==> src/pkg/afcp_pkg.sv <==
package afcp_pkg;

   // Register byte offsets
   localparam logic [7:0] REG_CTRL     = 8'h00;
   localparam logic [7:0] REG_CH0_CFG  = 8'h04;
   localparam logic [7:0] REG_START    = 8'h08;
   localparam logic [7:0] REG_SW_FW    = 8'h0c;
   localparam logic [7:0] REG_SW_HW    = 8'h10;
   localparam logic [7:0] REG_ST_TIMES = 8'h14;
   localparam logic [7:0] REG_WORK0    = 8'h18;
   localparam logic [7:0] REG_RESULT0  = 8'h1c;
   localparam logic [7:0] REG_SW_STATE = 8'h20;
   localparam logic [7:0] REG_FLAGS    = 8'h24;

   // Control register fields, plus the channel 0 config and start register bits
   localparam int unsigned CTRL_FABRIC  = 0;
   localparam int unsigned CTRL_SYNC    = 1;
   localparam int unsigned CTRL_ALT_RES = 2;
   localparam int unsigned CTRL_CONT    = 3;
   localparam int unsigned CTRL_NEG_LSB = 9;
   localparam int unsigned CTRL_REF_HW  = 13;
   localparam logic [2:0]  NEG_REF_CODE = 3'h7;
   localparam int unsigned CH0_OUT_EN   = 31;
   localparam int unsigned START_FW     = 0;

   // Switch vector layout, shared by firmware and hardware-enable bits
   localparam int unsigned SW_PIN_P_LSB = 0;
   localparam int unsigned SW_PIN_N_LSB = 8;
   localparam int unsigned SW_VSSA      = 16;
   localparam int unsigned SW_TEMP      = 17;
   localparam int unsigned SW_BUS_P_LSB = 18;
   localparam int unsigned SW_BUS_N_LSB = 22;
   localparam int unsigned SW_TEST      = 30;

   // Result word mirror bits
   localparam int unsigned RES_SAT_BIT   = 29;
   localparam int unsigned RES_RANGE_BIT = 30;
   localparam int unsigned RES_VALID_BIT = 31;
   localparam int unsigned FLAG_SAT      = 0;
   localparam int unsigned FLAG_RANGE    = 1;

   // Reset values
   localparam logic [31:0] CTRL_RST     = 32'h0000_0000;
   localparam logic [31:0] CH0_CFG_RST  = 32'h0000_0000;
   localparam logic [31:0] SW_RST       = 32'h0000_0000;
   localparam logic [31:0] ST_TIMES_RST = 32'h0f0f_0f0f;

   // Output strobes stand this many cycles
   localparam logic [1:0] HOLD_CYCLES = 2'd2;

   typedef enum logic [1:0] {
      AFCP_RES_12 = 2'b00,
      AFCP_RES_10 = 2'b01,
      AFCP_RES_8  = 2'b10
   } afcp_res_t;

   typedef enum logic [1:0] {
      ST_IDLE    = 2'b00,
      ST_SAMPLE  = 2'b01,
      ST_CONVERT = 2'b11,
      ST_PRESENT = 2'b10
   } afcp_state_t;

   typedef struct packed {
      logic [1:0] st_sel;
      logic       average;
      logic       resolution;
      logic       differential;
   } afcp_cfg_t;

   typedef struct packed {
      logic [7:0] sample_cycles;
      afcp_res_t  res;
      logic       average;
      logic       differential;
   } afcp_conv_req_t;

endpackage

==> src/rtl/afcp_top.sv <==
module afcp_top #(
   parameter int unsigned ADDR_W = 8
) (
   input  wire logic                    clk,                      // 125 MHz system clock
   input  wire logic                    srst,                     // Synchronous reset, high
   input  wire logic                    psel,                     // APB select
   input  wire logic                    penable,                  // APB access phase
   input  wire logic                    pwrite,                   // APB direction
   input  wire logic [ADDR_W-1:0]       paddr,                    // APB byte address
   input  wire logic [31:0]             pwdata,                   // APB write data
   output logic      [31:0]             prdata,                   // APB read data
   output logic                         pready,                   // APB ready
   output logic                         pslverr,                  // APB error
   input  wire logic [7:0]              pin_connect_in,           // Fabric pin switches
   input  wire logic [3:0]              bus_connect_in,           // Fabric bus switches
   input  wire logic [1:0]              switch_ctrl_in,           // Ground / temp switches
   input  wire logic                    reference_negative_in,    // Fabric reference to minus
   input  wire afcp_pkg::afcp_cfg_t     cfg_in,                   // Fabric conversion settings
   input  wire logic                    trigger_in,               // Fabric trigger
   input  wire logic                    data_hilo_sel_in,         // Output byte select
   output logic      [31:0]             switch_enable_out,        // Effective switch enables
   output logic                         reference_negative_en_out,// Reference to minus switch
   output logic                         conv_start,               // Start pulse to converter
   output afcp_pkg::afcp_conv_req_t     conv_req,                 // Settings for converter
   input  wire logic                    adc_sample_done,          // Converter sampling done
   input  wire logic                    adc_conv_done,            // Converter result ready
   input  wire logic [15:0]             adc_result,               // Converter result
   input  wire logic                    adc_sat,                  // Saturation detected
   input  wire logic                    adc_range,                // Range detected
   output logic                         sample_done_out,          // Fabric sample-done pulse
   output logic                         channel_number_valid_out, // Channel number valid
   output logic      [3:0]              channel_number_out,       // Channel number or flags
   output logic                         data_valid_out,           // Data valid
   output logic      [11:0]             data_out,                 // Result data
   output logic                         eos_out                   // End of scan
);
   import afcp_pkg::*;

   logic [31:0]  ctrl;
   logic [31:0]  ch0_cfg;
   logic [31:0]  sw_fw;
   logic [31:0]  sw_hw;
   logic [31:0]  st_times;
   logic [15:0]  result_q;
   logic         work_valid;
   logic         result_valid;
   logic         sat_q;
   logic         range_q;
   logic [1:0]   raw_flags;
   logic         fw_pend;
   afcp_state_t  state;
   logic [1:0]   hold_cnt;
   logic [1:0]   early_cnt;
   logic         data_phase;
   afcp_cfg_t    cfg_sync;
   afcp_cfg_t    cfg_eff;
   logic [5:0]   sync_word;
   logic         trig_eff;
   logic [31:0]  fab_sw;
   logic [31:0]  next_sw;
   logic         next_ref_neg;
   logic         fabric_mode;
   logic         start_now;
   logic         wr_en;
   logic         rd_en;
   logic [31:0]  next_prdata;
   logic         next_err;

   assign fabric_mode = ctrl[CTRL_FABRIC];
   assign wr_en = psel & penable & pready & pwrite;
   assign rd_en = psel & penable & ~pready;

   function automatic afcp_res_t pick_res(input logic avg, input logic res_in, input logic alt);
      if (avg || !res_in)
         return AFCP_RES_12;
      else if (alt)
         return AFCP_RES_10;
      else
         return AFCP_RES_8;
   endfunction

   // One wait state, answer registered
   always_ff @(posedge clk) begin
      if (srst) begin
         pready  <= 1'b0;
         prdata  <= 32'h0000_0000;
         pslverr <= 1'b0;
      end else begin
         pready  <= rd_en;
         prdata  <= rd_en ? next_prdata : 32'h0000_0000;
         pslverr <= rd_en & next_err;
      end
   end

   always_comb begin
      next_prdata = 32'h0000_0000;
      next_err    = 1'b0;
      if (paddr == REG_CTRL) begin
         next_prdata = ctrl;
      end else if (paddr == REG_CH0_CFG) begin
         next_prdata = ch0_cfg;
      end else if (paddr == REG_START) begin
         next_prdata[START_FW] = fw_pend;
      end else if (paddr == REG_SW_FW) begin
         next_prdata = sw_fw;
      end else if (paddr == REG_SW_HW) begin
         next_prdata = sw_hw;
      end else if (paddr == REG_ST_TIMES) begin
         next_prdata = st_times;
      end else if (paddr == REG_WORK0) begin
         next_prdata[15:0]          = result_q;
         next_prdata[RES_VALID_BIT] = work_valid;
      end else if (paddr == REG_RESULT0) begin
         next_prdata[15:0]          = result_q;
         next_prdata[RES_SAT_BIT]   = raw_flags[FLAG_SAT];
         next_prdata[RES_RANGE_BIT] = raw_flags[FLAG_RANGE];
         next_prdata[RES_VALID_BIT] = result_valid;
      end else if (paddr == REG_SW_STATE) begin
         next_prdata = switch_enable_out;
      end else if (paddr == REG_FLAGS) begin
         next_prdata[1:0] = raw_flags;
      end else begin
         next_err = 1'b1;
      end
   end

   always_ff @(posedge clk) begin
      if (srst) begin
         ctrl     <= CTRL_RST;
         ch0_cfg  <= CH0_CFG_RST;
         sw_fw    <= SW_RST;
         sw_hw    <= SW_RST;
         st_times <= ST_TIMES_RST;
      end else if (wr_en) begin
         if (paddr == REG_CTRL)
            ctrl <= pwdata;
         else if (paddr == REG_CH0_CFG)
            ch0_cfg <= pwdata;
         else if (paddr == REG_SW_FW)
            sw_fw <= pwdata;
         else if (paddr == REG_SW_HW)
            sw_hw <= pwdata;
         else if (paddr == REG_ST_TIMES)
            st_times <= pwdata;
      end
   end

   always_ff @(posedge clk) begin
      if (srst)
         fw_pend <= 1'b0;
      else if (wr_en && paddr == REG_START && pwdata[START_FW])
         fw_pend <= 1'b1;
      else if (start_now)
         fw_pend <= 1'b0;
   end

   // optional synchroniser; trigger rides along so settings stay aligned with it
   afcp_cfg_sync #(
      .W ($bits(afcp_cfg_t) + 1)
   ) u_cfg_sync (
      .clk      (clk),
      .srst     (srst),
      .d_in     ({trigger_in, cfg_in}),
      .sync_out (sync_word)
   );
   assign cfg_sync = sync_word[4:0];
   assign cfg_eff  = ctrl[CTRL_SYNC] ? cfg_sync : cfg_in;
   assign trig_eff = ctrl[CTRL_SYNC] ? sync_word[5] : trigger_in;

   always_comb begin
      fab_sw                        = 32'h0000_0000;
      fab_sw[SW_PIN_P_LSB +: 8]     = pin_connect_in;
      fab_sw[SW_PIN_N_LSB +: 8]     = pin_connect_in;
      fab_sw[SW_VSSA]               = switch_ctrl_in[0];
      fab_sw[SW_TEMP]               = switch_ctrl_in[1];
      fab_sw[SW_BUS_P_LSB +: 4]     = bus_connect_in;
      fab_sw[SW_BUS_N_LSB +: 4]     = bus_connect_in;
      fab_sw[SW_TEST]               = 1'b0;
   end

   assign next_sw = sw_fw & (~sw_hw | (fabric_mode ? fab_sw : 32'h0000_0000));

   always_comb begin
      next_ref_neg = 1'b0;
      if (ctrl[CTRL_NEG_LSB +: 3] == NEG_REF_CODE) begin
         if (!ctrl[CTRL_REF_HW])
            next_ref_neg = 1'b1;
         else
            next_ref_neg = fabric_mode & reference_negative_in;
      end
   end

   always_ff @(posedge clk) begin
      if (srst) begin
         switch_enable_out         <= 32'h0000_0000;
         reference_negative_en_out <= 1'b0;
      end else begin
         switch_enable_out         <= next_sw;
         reference_negative_en_out <= next_ref_neg;
      end
   end

   // any trigger source, fabric mode, idle only
   assign start_now = fabric_mode && state == ST_IDLE &&
                      (trig_eff || fw_pend || ctrl[CTRL_CONT]);

   always_ff @(posedge clk) begin
      if (srst) begin
         state    <= ST_IDLE;
         hold_cnt <= 2'd0;
      end else begin
         case (state)
            ST_IDLE: begin
               if (start_now)
                  state <= ST_SAMPLE;
            end
            ST_SAMPLE: begin
               if (adc_sample_done)
                  state <= ST_CONVERT;
            end
            ST_CONVERT: begin
               hold_cnt <= 2'd0;
               if (adc_conv_done)
                  state <= ST_PRESENT;
            end
            ST_PRESENT: begin
               if (hold_cnt == HOLD_CYCLES)
                  state <= ST_IDLE;
               else
                  hold_cnt <= hold_cnt + 2'd1;
            end
            default: begin
               state <= ST_IDLE;
            end
         endcase
      end
   end

   always_ff @(posedge clk) begin
      if (srst) begin
         conv_start <= 1'b0;
         conv_req   <= '0;
      end else begin
         conv_start <= start_now;
         if (start_now) begin
            conv_req.sample_cycles <= st_times[cfg_eff.st_sel*8 +: 8];
            conv_req.res           <= pick_res(cfg_eff.average, cfg_eff.resolution, ctrl[CTRL_ALT_RES]);
            conv_req.average       <= cfg_eff.average;
            conv_req.differential  <= cfg_eff.differential;
         end
      end
   end

   always_ff @(posedge clk) begin
      if (srst) begin
         result_q     <= 16'h0000;
         sat_q        <= 1'b0;
         range_q      <= 1'b0;
         work_valid   <= 1'b0;
         result_valid <= 1'b0;
      end else if (state == ST_CONVERT && adc_conv_done) begin
         result_q     <= adc_result;
         sat_q        <= adc_sat;
         range_q      <= adc_range;
         work_valid   <= 1'b0;
         result_valid <= 1'b1;
      end else if (start_now) begin
         work_valid <= 1'b0;
      end
   end

   // raw flags, set wins over write-one clear
   always_ff @(posedge clk) begin
      if (srst) begin
         raw_flags <= 2'b00;
      end else begin
         if (state == ST_CONVERT && adc_conv_done)
            raw_flags <= raw_flags | {adc_range, adc_sat};
         else if (wr_en && paddr == REG_FLAGS)
            raw_flags <= raw_flags & ~pwdata[1:0];
      end
   end

   always_ff @(posedge clk) begin
      if (srst)
         sample_done_out <= 1'b0;
      else
         sample_done_out <= state == ST_SAMPLE && adc_sample_done;
   end

   // early channel number, held two cycles
   always_ff @(posedge clk) begin
      if (srst)
         early_cnt <= 2'd0;
      else if (state == ST_SAMPLE && adc_sample_done)
         early_cnt <= HOLD_CYCLES;
      else if (early_cnt != 2'd0)
         early_cnt <= early_cnt - 2'd1;
   end

   // data two cycles after completion, two cycles wide
   assign data_phase = state == ST_PRESENT && hold_cnt != HOLD_CYCLES &&
                       (fabric_mode || ch0_cfg[CH0_OUT_EN]);

   always_ff @(posedge clk) begin
      if (srst) begin
         data_valid_out           <= 1'b0;
         eos_out                  <= 1'b0;
         channel_number_valid_out <= 1'b0;
         channel_number_out       <= 4'h0;
      end else begin
         data_valid_out           <= data_phase;
         eos_out                  <= data_phase;
         channel_number_valid_out <= data_phase || (state == ST_SAMPLE && adc_sample_done) ||
                                     early_cnt > 2'd1;
         if (data_phase)
            channel_number_out <= {2'b00, range_q, sat_q};
         else
            channel_number_out <= 4'h0;
      end
   end

   // low twelve bits, or high byte combinationally
   assign data_out = data_hilo_sel_in ? {4'h0, result_q[15:8]} : result_q[11:0];
endmodule

==> src/rtl/afcp_cfg_sync.sv <==
module afcp_cfg_sync #(
   parameter int unsigned W = 5
) (
   input  wire logic         clk,      // System clock
   input  wire logic         srst,     // Synchronous reset
   input  wire logic [W-1:0] d_in,     // Asynchronous fabric level
   output logic      [W-1:0] sync_out  // Level in clk domain
);

   logic [W-1:0] stage1;

   always_ff @(posedge clk) begin
      if (srst) begin
         stage1   <= '0;
         sync_out <= '0;
      end else begin
         stage1   <= d_in;
         sync_out <= stage1;
      end
   end

endmodule

==> config.mk <==
export PLATFORM = sky130hd
export DESIGN_NAME = afcp_top
export DESIGN_NICKNAME = d
export VERILOG_FILES = /design/src/pkg/afcp_pkg.sv /design/src/rtl/afcp_top.sv /design/src/rtl/afcp_cfg_sync.sv
export SDC_FILE = /design/constraint.sdc
export NUM_CORES = 1
export LEC_CHECK = 0
export ABC_AREA = 1
export BUFFER_PORTS_ARGS = -buffer_cell sky130_fd_sc_hd__buf_2
export CAP_MARGIN = 20
export CORE_ASPECT_RATIO = 2
export CORE_MARGIN = 5
export CORE_UTILIZATION = 51
export CTS_BUF_LIST = sky130_fd_sc_hd__clkbuf_16
export CTS_CLUSTER_DIAMETER = 150
export DETAILED_ROUTE_END_ITERATION = 12
export MAX_ROUTING_LAYER = met4
export PLACE_DENSITY = 0.77
export SLEW_MARGIN = 40
export SYNTH_ARGS = -nofsm -noshare
export SYNTH_HDL_FRONTEND = slang
export SYNTH_SLANG_ARGS = --single-unit
==> constraint.sdc <==
create_clock -name clk -period 1.5 [get_ports clk]
set_input_delay 0.225 -clock clk [delete_from_list [all_inputs] [get_ports clk]]
set_output_delay 0.225 -clock clk [all_outputs]
set_load 0.005 [all_outputs]
Word level (Yosys, flattened, before mapping)
Index checks and enable logic that the tools add are counted.
{ "totals": {"register_bits": 287, "output_inout_bits": 100, "elab_cells": 156} }
{ "classes": {"add_sub_neg": 2, "magnitude_cmp": 1, "eq_ne": 20, "n_shift": 1, "mux": 46, "bitwise_logic": 20, "reduce_logical": 34} }
{ "op_table": {"columns": ["operator", "count"], "rows": [
  ["2-to-1 mux 32 bit", 5],
  ["bitwise AND 32 bit", 1],
  ["equality test 8 x 5 -> 1 bit (second input constant)", 4],
  ["2-to-1 mux 16 bit", 2],
  ["inverter 32 bit", 1],
  ["OR 32 x 26 -> 32 bit", 1],
  ["variable part select 32 x 6 -> 8 bit", 1],
  ["2-to-1 mux 31 bit", 1],
  ["2-to-1 mux 30 bit", 1],
  ["2-to-1 mux 2 bit", 13],
  ["2-to-1 mux 26 bit", 1],
  ["equality test 8 x 4 -> 1 bit (second input constant)", 2],
  ["equality test 8 x 6 -> 1 bit (second input constant)", 2],
  ["2-to-1 mux 1 bit", 16],
  ["2-to-1 mux 15 bit", 1],
  ["2-to-1 mux 13 bit", 1],
  ["2-to-1 mux 12 bit", 1],
  ["!= test 2 bit (second input constant)", 6],
  ["nonzero test 2 bit", 5],
  ["logical AND 1 bit", 9],
  ["equality test 8 x 3 -> 1 bit (second input constant)", 1],
  ["zero test 8 bit", 1],
  ["inverter 1 bit", 8],
  ["case mux 2 bit (4 select lines)", 1],
  ["22 further kinds", 39]
]} }

Depth between registers and ports, before layout
{ "depth": {"ltp_word": 12, "mapped_depth": 11} }

By module
Synthesis repeated with hierarchy kept, for this count alone.
{ "hier_totals": {"cells_unflattened": 1532, "hier_area_um2": 11568.6} }
{ "modules_own_cells": {"columns": ["module", "n_inst", "cells_per_inst", "area_per_inst_um2", "seq_area_each_um2"], "rows": [
  ["afcp_top", 1, 1495, 11227.0, 5465.2],
  ["afcp_cfg_sync", 1, 37, 341.6, 240.2]
]} }

Least setup slack after synthesis
Ideal clock, no wire load.
{ "synth_path": {"path_type": "register to register", "startpoint": "register ctrl[1]", "endpoint": "register conv_req[7] (netlist bit)", "t_arrival_ns": 1.311, "required_ns": 1.385, "slack_ns": 0.074, "path_stages_with_launch": 11, "synth_period_minus_slack_ns": 1.426, "path_cell_list": "dfxtp_1 -> buf_2 -> inv_1 -> nand2_1 -> o21a_1 -> buf_2 -> a21oi_1 -> o21ai_0 -> o21ai_0 -> o21ai_0 -> inv_1"} }
{ "synth_between": {"elab_chain_len": 4, "elab_cells_between_ends": 6} }
{ "synth_lines": {"columns": ["element", "line_no", "text"], "rows": [
  ["start, declared", "afcp_top.sv:39", "logic [31:0] ctrl;"],
  ["start signal, assigned", "afcp_top.sv:136", "ctrl <= pwdata;"],
  ["parallel branches: the longest is 4 deep, another holds variable part select 32 x 6 -> 8 bit", null, null],
  ["end, declared", "afcp_top.sv:24", "output afcp_pkg::afcp_conv_req_t conv_req,"]
]} }
Several ways; the timed one is not identified.
A chain may end at the register's enable or synchronous reset.

Worst setup path after layout
{ "layout_path": {"startpoint": "register ctrl[1]", "endpoint": "register conv_req[4] (netlist bit)"} }
Same word-level chain as after synthesis.

==> summary.md <==
| Metric | Value |
|---|---|
| Warnings from Yosys | 0 |
| Mapped Area | 11700 um^2 |
| CTS root buf | clkbuf_16 |
| #FFs+latches synth | 285 |
| Worst Path Arrival | 2030 ps |
| Status | finished, violations left |
| PortBufs | 184 |
| Initial antenna violation count | 1 |
| Core ar. | 22600 um^2 |
| Final nets | 1905 |
| Final Max Tran Viols | 0 |
| Final worst-path setup slack | -103 ps |
| Measured slew at the worst slew-check pin | 548 ps |
| Gr usage total | 32.4% |
| H-tree depth | 1 |
| Critical Path Start | ctrl[1] |
| RSZ-0062 raised after global routing | yes |
| WS Path Type | reg2reg |
| Clock sinks | 285 |
| FMAX | 624 MHz |
| R2R depth | 8 |
| CP Launch Type | flip-flop |
| CTS clk-pin slew, worst paths | 70 ps |
| Clk_lat worst skew | 530 ps |
| Hold Fails Final Rpt | 0 |
| Reg2Reg Launch Point | ctrl[1] |
| Num rows | 78 |
| Reg-to-reg endpoint | conv_req[4] |
| Final setup viols | 7 |
| R2r setup slk | -100 ps |
| Cells after Synth | 1556 |
| Die width | 117 um |
| Post-layout min period | 1600 ps |
| Sequential element share of the synthesized area | 48.9% |
| Final instance area | 15400 um^2 |
| Commonest non-fill, non-tap cell in the layout | dfxtp_1 |
| TritonCTS Buffers | 24 |
| Slew Limit Headroom | 63.4% |
| Vias in the first global route | 12064 |
| Die ar. | 26200 um^2 |
| Largest net degree at the start of global routing | 63 |
| Commonest non-fill, non-tap cells in the layout | dfxtp_1, a21oi_1, nand2_1, buf_2, inv_1 |
| Post-route clock period utilization | 107% |
| Remaining Overflow, GRT | 0 |
| CP Max Fanout | 6 |
| Avg Inst Size Synth | 7.50 um^2 |
| VDD IR max | 0.887 mV |
| Residual DRC | 0 |
| Final core utilization | 67.9% |
| Layout cell share with drive strength beyond 1 | 24.6% |
| Area of placed instances | 13600 um^2 |
| Worst Hold Class | in2reg |
| Starting DRC count in detailed routing | 1244 |
| Maxcap violations | 0 |
| Io pins | 187 |
| P_leak | 6.46 nW |
| Wirelength per Cell | 20.7 um |
| Die span in y | 224 um |
| DP HPWL | 29.7 mm |
| CTS tree | yes |
| Synth unique cells | 33 |
| Data required, critical path | 1920 ps |
| PwrDens | 974 nW/um^2 |
| Initial cell density of the core | 51.6% |
| Worst Setup EP | conv_req[4] |
| Critical Path End Type | flip-flop |
| Worst Clk Skew | 9.95 ps |
| First-pass detailed-route iteration total | 5 |
| First-pass GRT wire length | 64.0 mm |
| Max Buffers Root-to-Sink | 3 |
| Final setup TNS | -499 ps |
| # fillers | 1833 |
| Failing checks | negative setup slack |
| Post-DRT Antenna Nets | 0 |
| Via count | 12389 |
| Gpl congestion | 1.00 |
| Routed vias/inst | 5.86 |
| Overall routed net length | 43.8 mm |
| Tightest hold margin | 2.91 ps |
| Layout area overhead | 31.8% |
[critical path, stage by stage, from the launching register on]
cell and delay (ps):
dfxtp_2 360, inv_4 50, o21a_4 280, buf_4 170, buf_16 140, o21ai_1 170
nand3_2 130, o211ai_1 130, inv_1 50
[layer usage]
metal	vias to the layer above	wire (um)	global-route usage (%)
met5	-	0	-
met4	0	3760	24.4
met3	242	3490	4.11
met2	736	21900	53.2
met1	5695	14700	34.5
li1	5716	-	-
[registers in the layout (all words and copies together) (netlist names), 2 cells and up]
name and flops:
ch0_cfg 32, channel_number_out 2, conv_req 12, ctrl 32, early_cnt 2, hold_cnt 2, prdata 32, raw_flags 2
result_q 16, st_times 32, state 2, sw_fw 32, sw_hw 32, switch_enable_out 32, u_cfg_sync.stage1 6, u_cfg_sync.sync_out 6
[synth_stat cells]
cell	count	share of area, %
nor4_1	1	0.054
nor2_8	2	0.34
nand3_1	105	4.5
a31oi_1	2	0.11
a211oi_1	1	0.064
o21a_1	2	0.13
nand4_1	2	0.11
o31ai_1	2	0.13
buf_2	42	1.8
o21ai_1	34	1.5
nand2_2	6	0.32
or2_2	1	0.054
ha_1	1	0.11
conb_1	1	0.032
nand2_4	3	0.29
nor2_1	87	2.8
o22ai_1	1	0.054
nand3_2	1	0.086
a311oi_1	1	0.075
nand2_1	196	6.3
nor2_4	3	0.29
nor3_1	42	1.8
inv_2	11	0.35
buf_1	1	0.032
o211ai_1	33	2.1
o21ai_0	190	8.1
a21oi_1	267	11
o21ai_2	1	0.075
dfxtp_1	285	49
clkbuf_1	49	1.6
buf_4	15	0.96
nor2_2	5	0.27
inv_1	163	5.2
[how the worst min path moves through the flow]
stage               cells past startpoint                      to                 start
floorplan                               1              conv_start                  srst
global placement                        2  u_cfg_sync.sync_out[0]  u_cfg_sync.stage1[0]
detailed placement                      2  u_cfg_sync.sync_out[3]  u_cfg_sync.stage1[3]
CTS                                     3             result_q[1]         adc_result[1]
global route                            3   switch_enable_out[12]     pin_connect_in[4]
finish                                  3   switch_enable_out[12]     pin_connect_in[4]
[per-stage QoR]
step                      cells  setup slack (ps)  power [mW]
after floorplan            1557              73.9        8.26
after detailed placement   2024              -413        8.74
after global placement     2024              -373        8.71
after global routing       2115              -143        15.4
after CTS                  2102             -43.4        14.9
final                      2115              -103        15.0
[report_power, final]
group	switching (mW)	internal, mW	total, mW
sequential	0.0366	7.63	7.66
clock	2.84	3.37	6.21
combinational	0.670	0.450	1.12
total	3.55	11.4	15.0
[timing repair]
item / in CTS / in global routing
setup endpoints to repair: 21 / 145
gates cloned: 3 / 7
endpoints found under the hold margin: 33 / 0
hold buffers: 29 / 0
resized for setup: 54 / 107
setup buffers: 3 / 8
pin swaps: 18 / 31
[final cells by class]
class	count	area (um^2)	share of cell area [%]
Multi-Input combinational cell	991	5160	33.5
Clock inverter	18	136	0.887
Sequential cell	285	5710	37.1
Tap cell	280	350	2.28
Clock buffer	25	626	4.07
Timing Repair Buffer	341	2740	17.8
Antenna cell	1	2.50	0.0163
Inverter	174	662	4.30
[kinds of logic after synthesis]
logic type                 after synthesis  synth area share (%)
buffers and inverters                  281                  9.97
other                                    1                0.0321
DFF                                    285                  48.9
and+or+nand+nor                        454                  17.2
AOI/OAI and AO/OA                      534                  23.8
adders and majority gates                1                 0.107
Note: power is estimated with default switching activity, not from simulation.
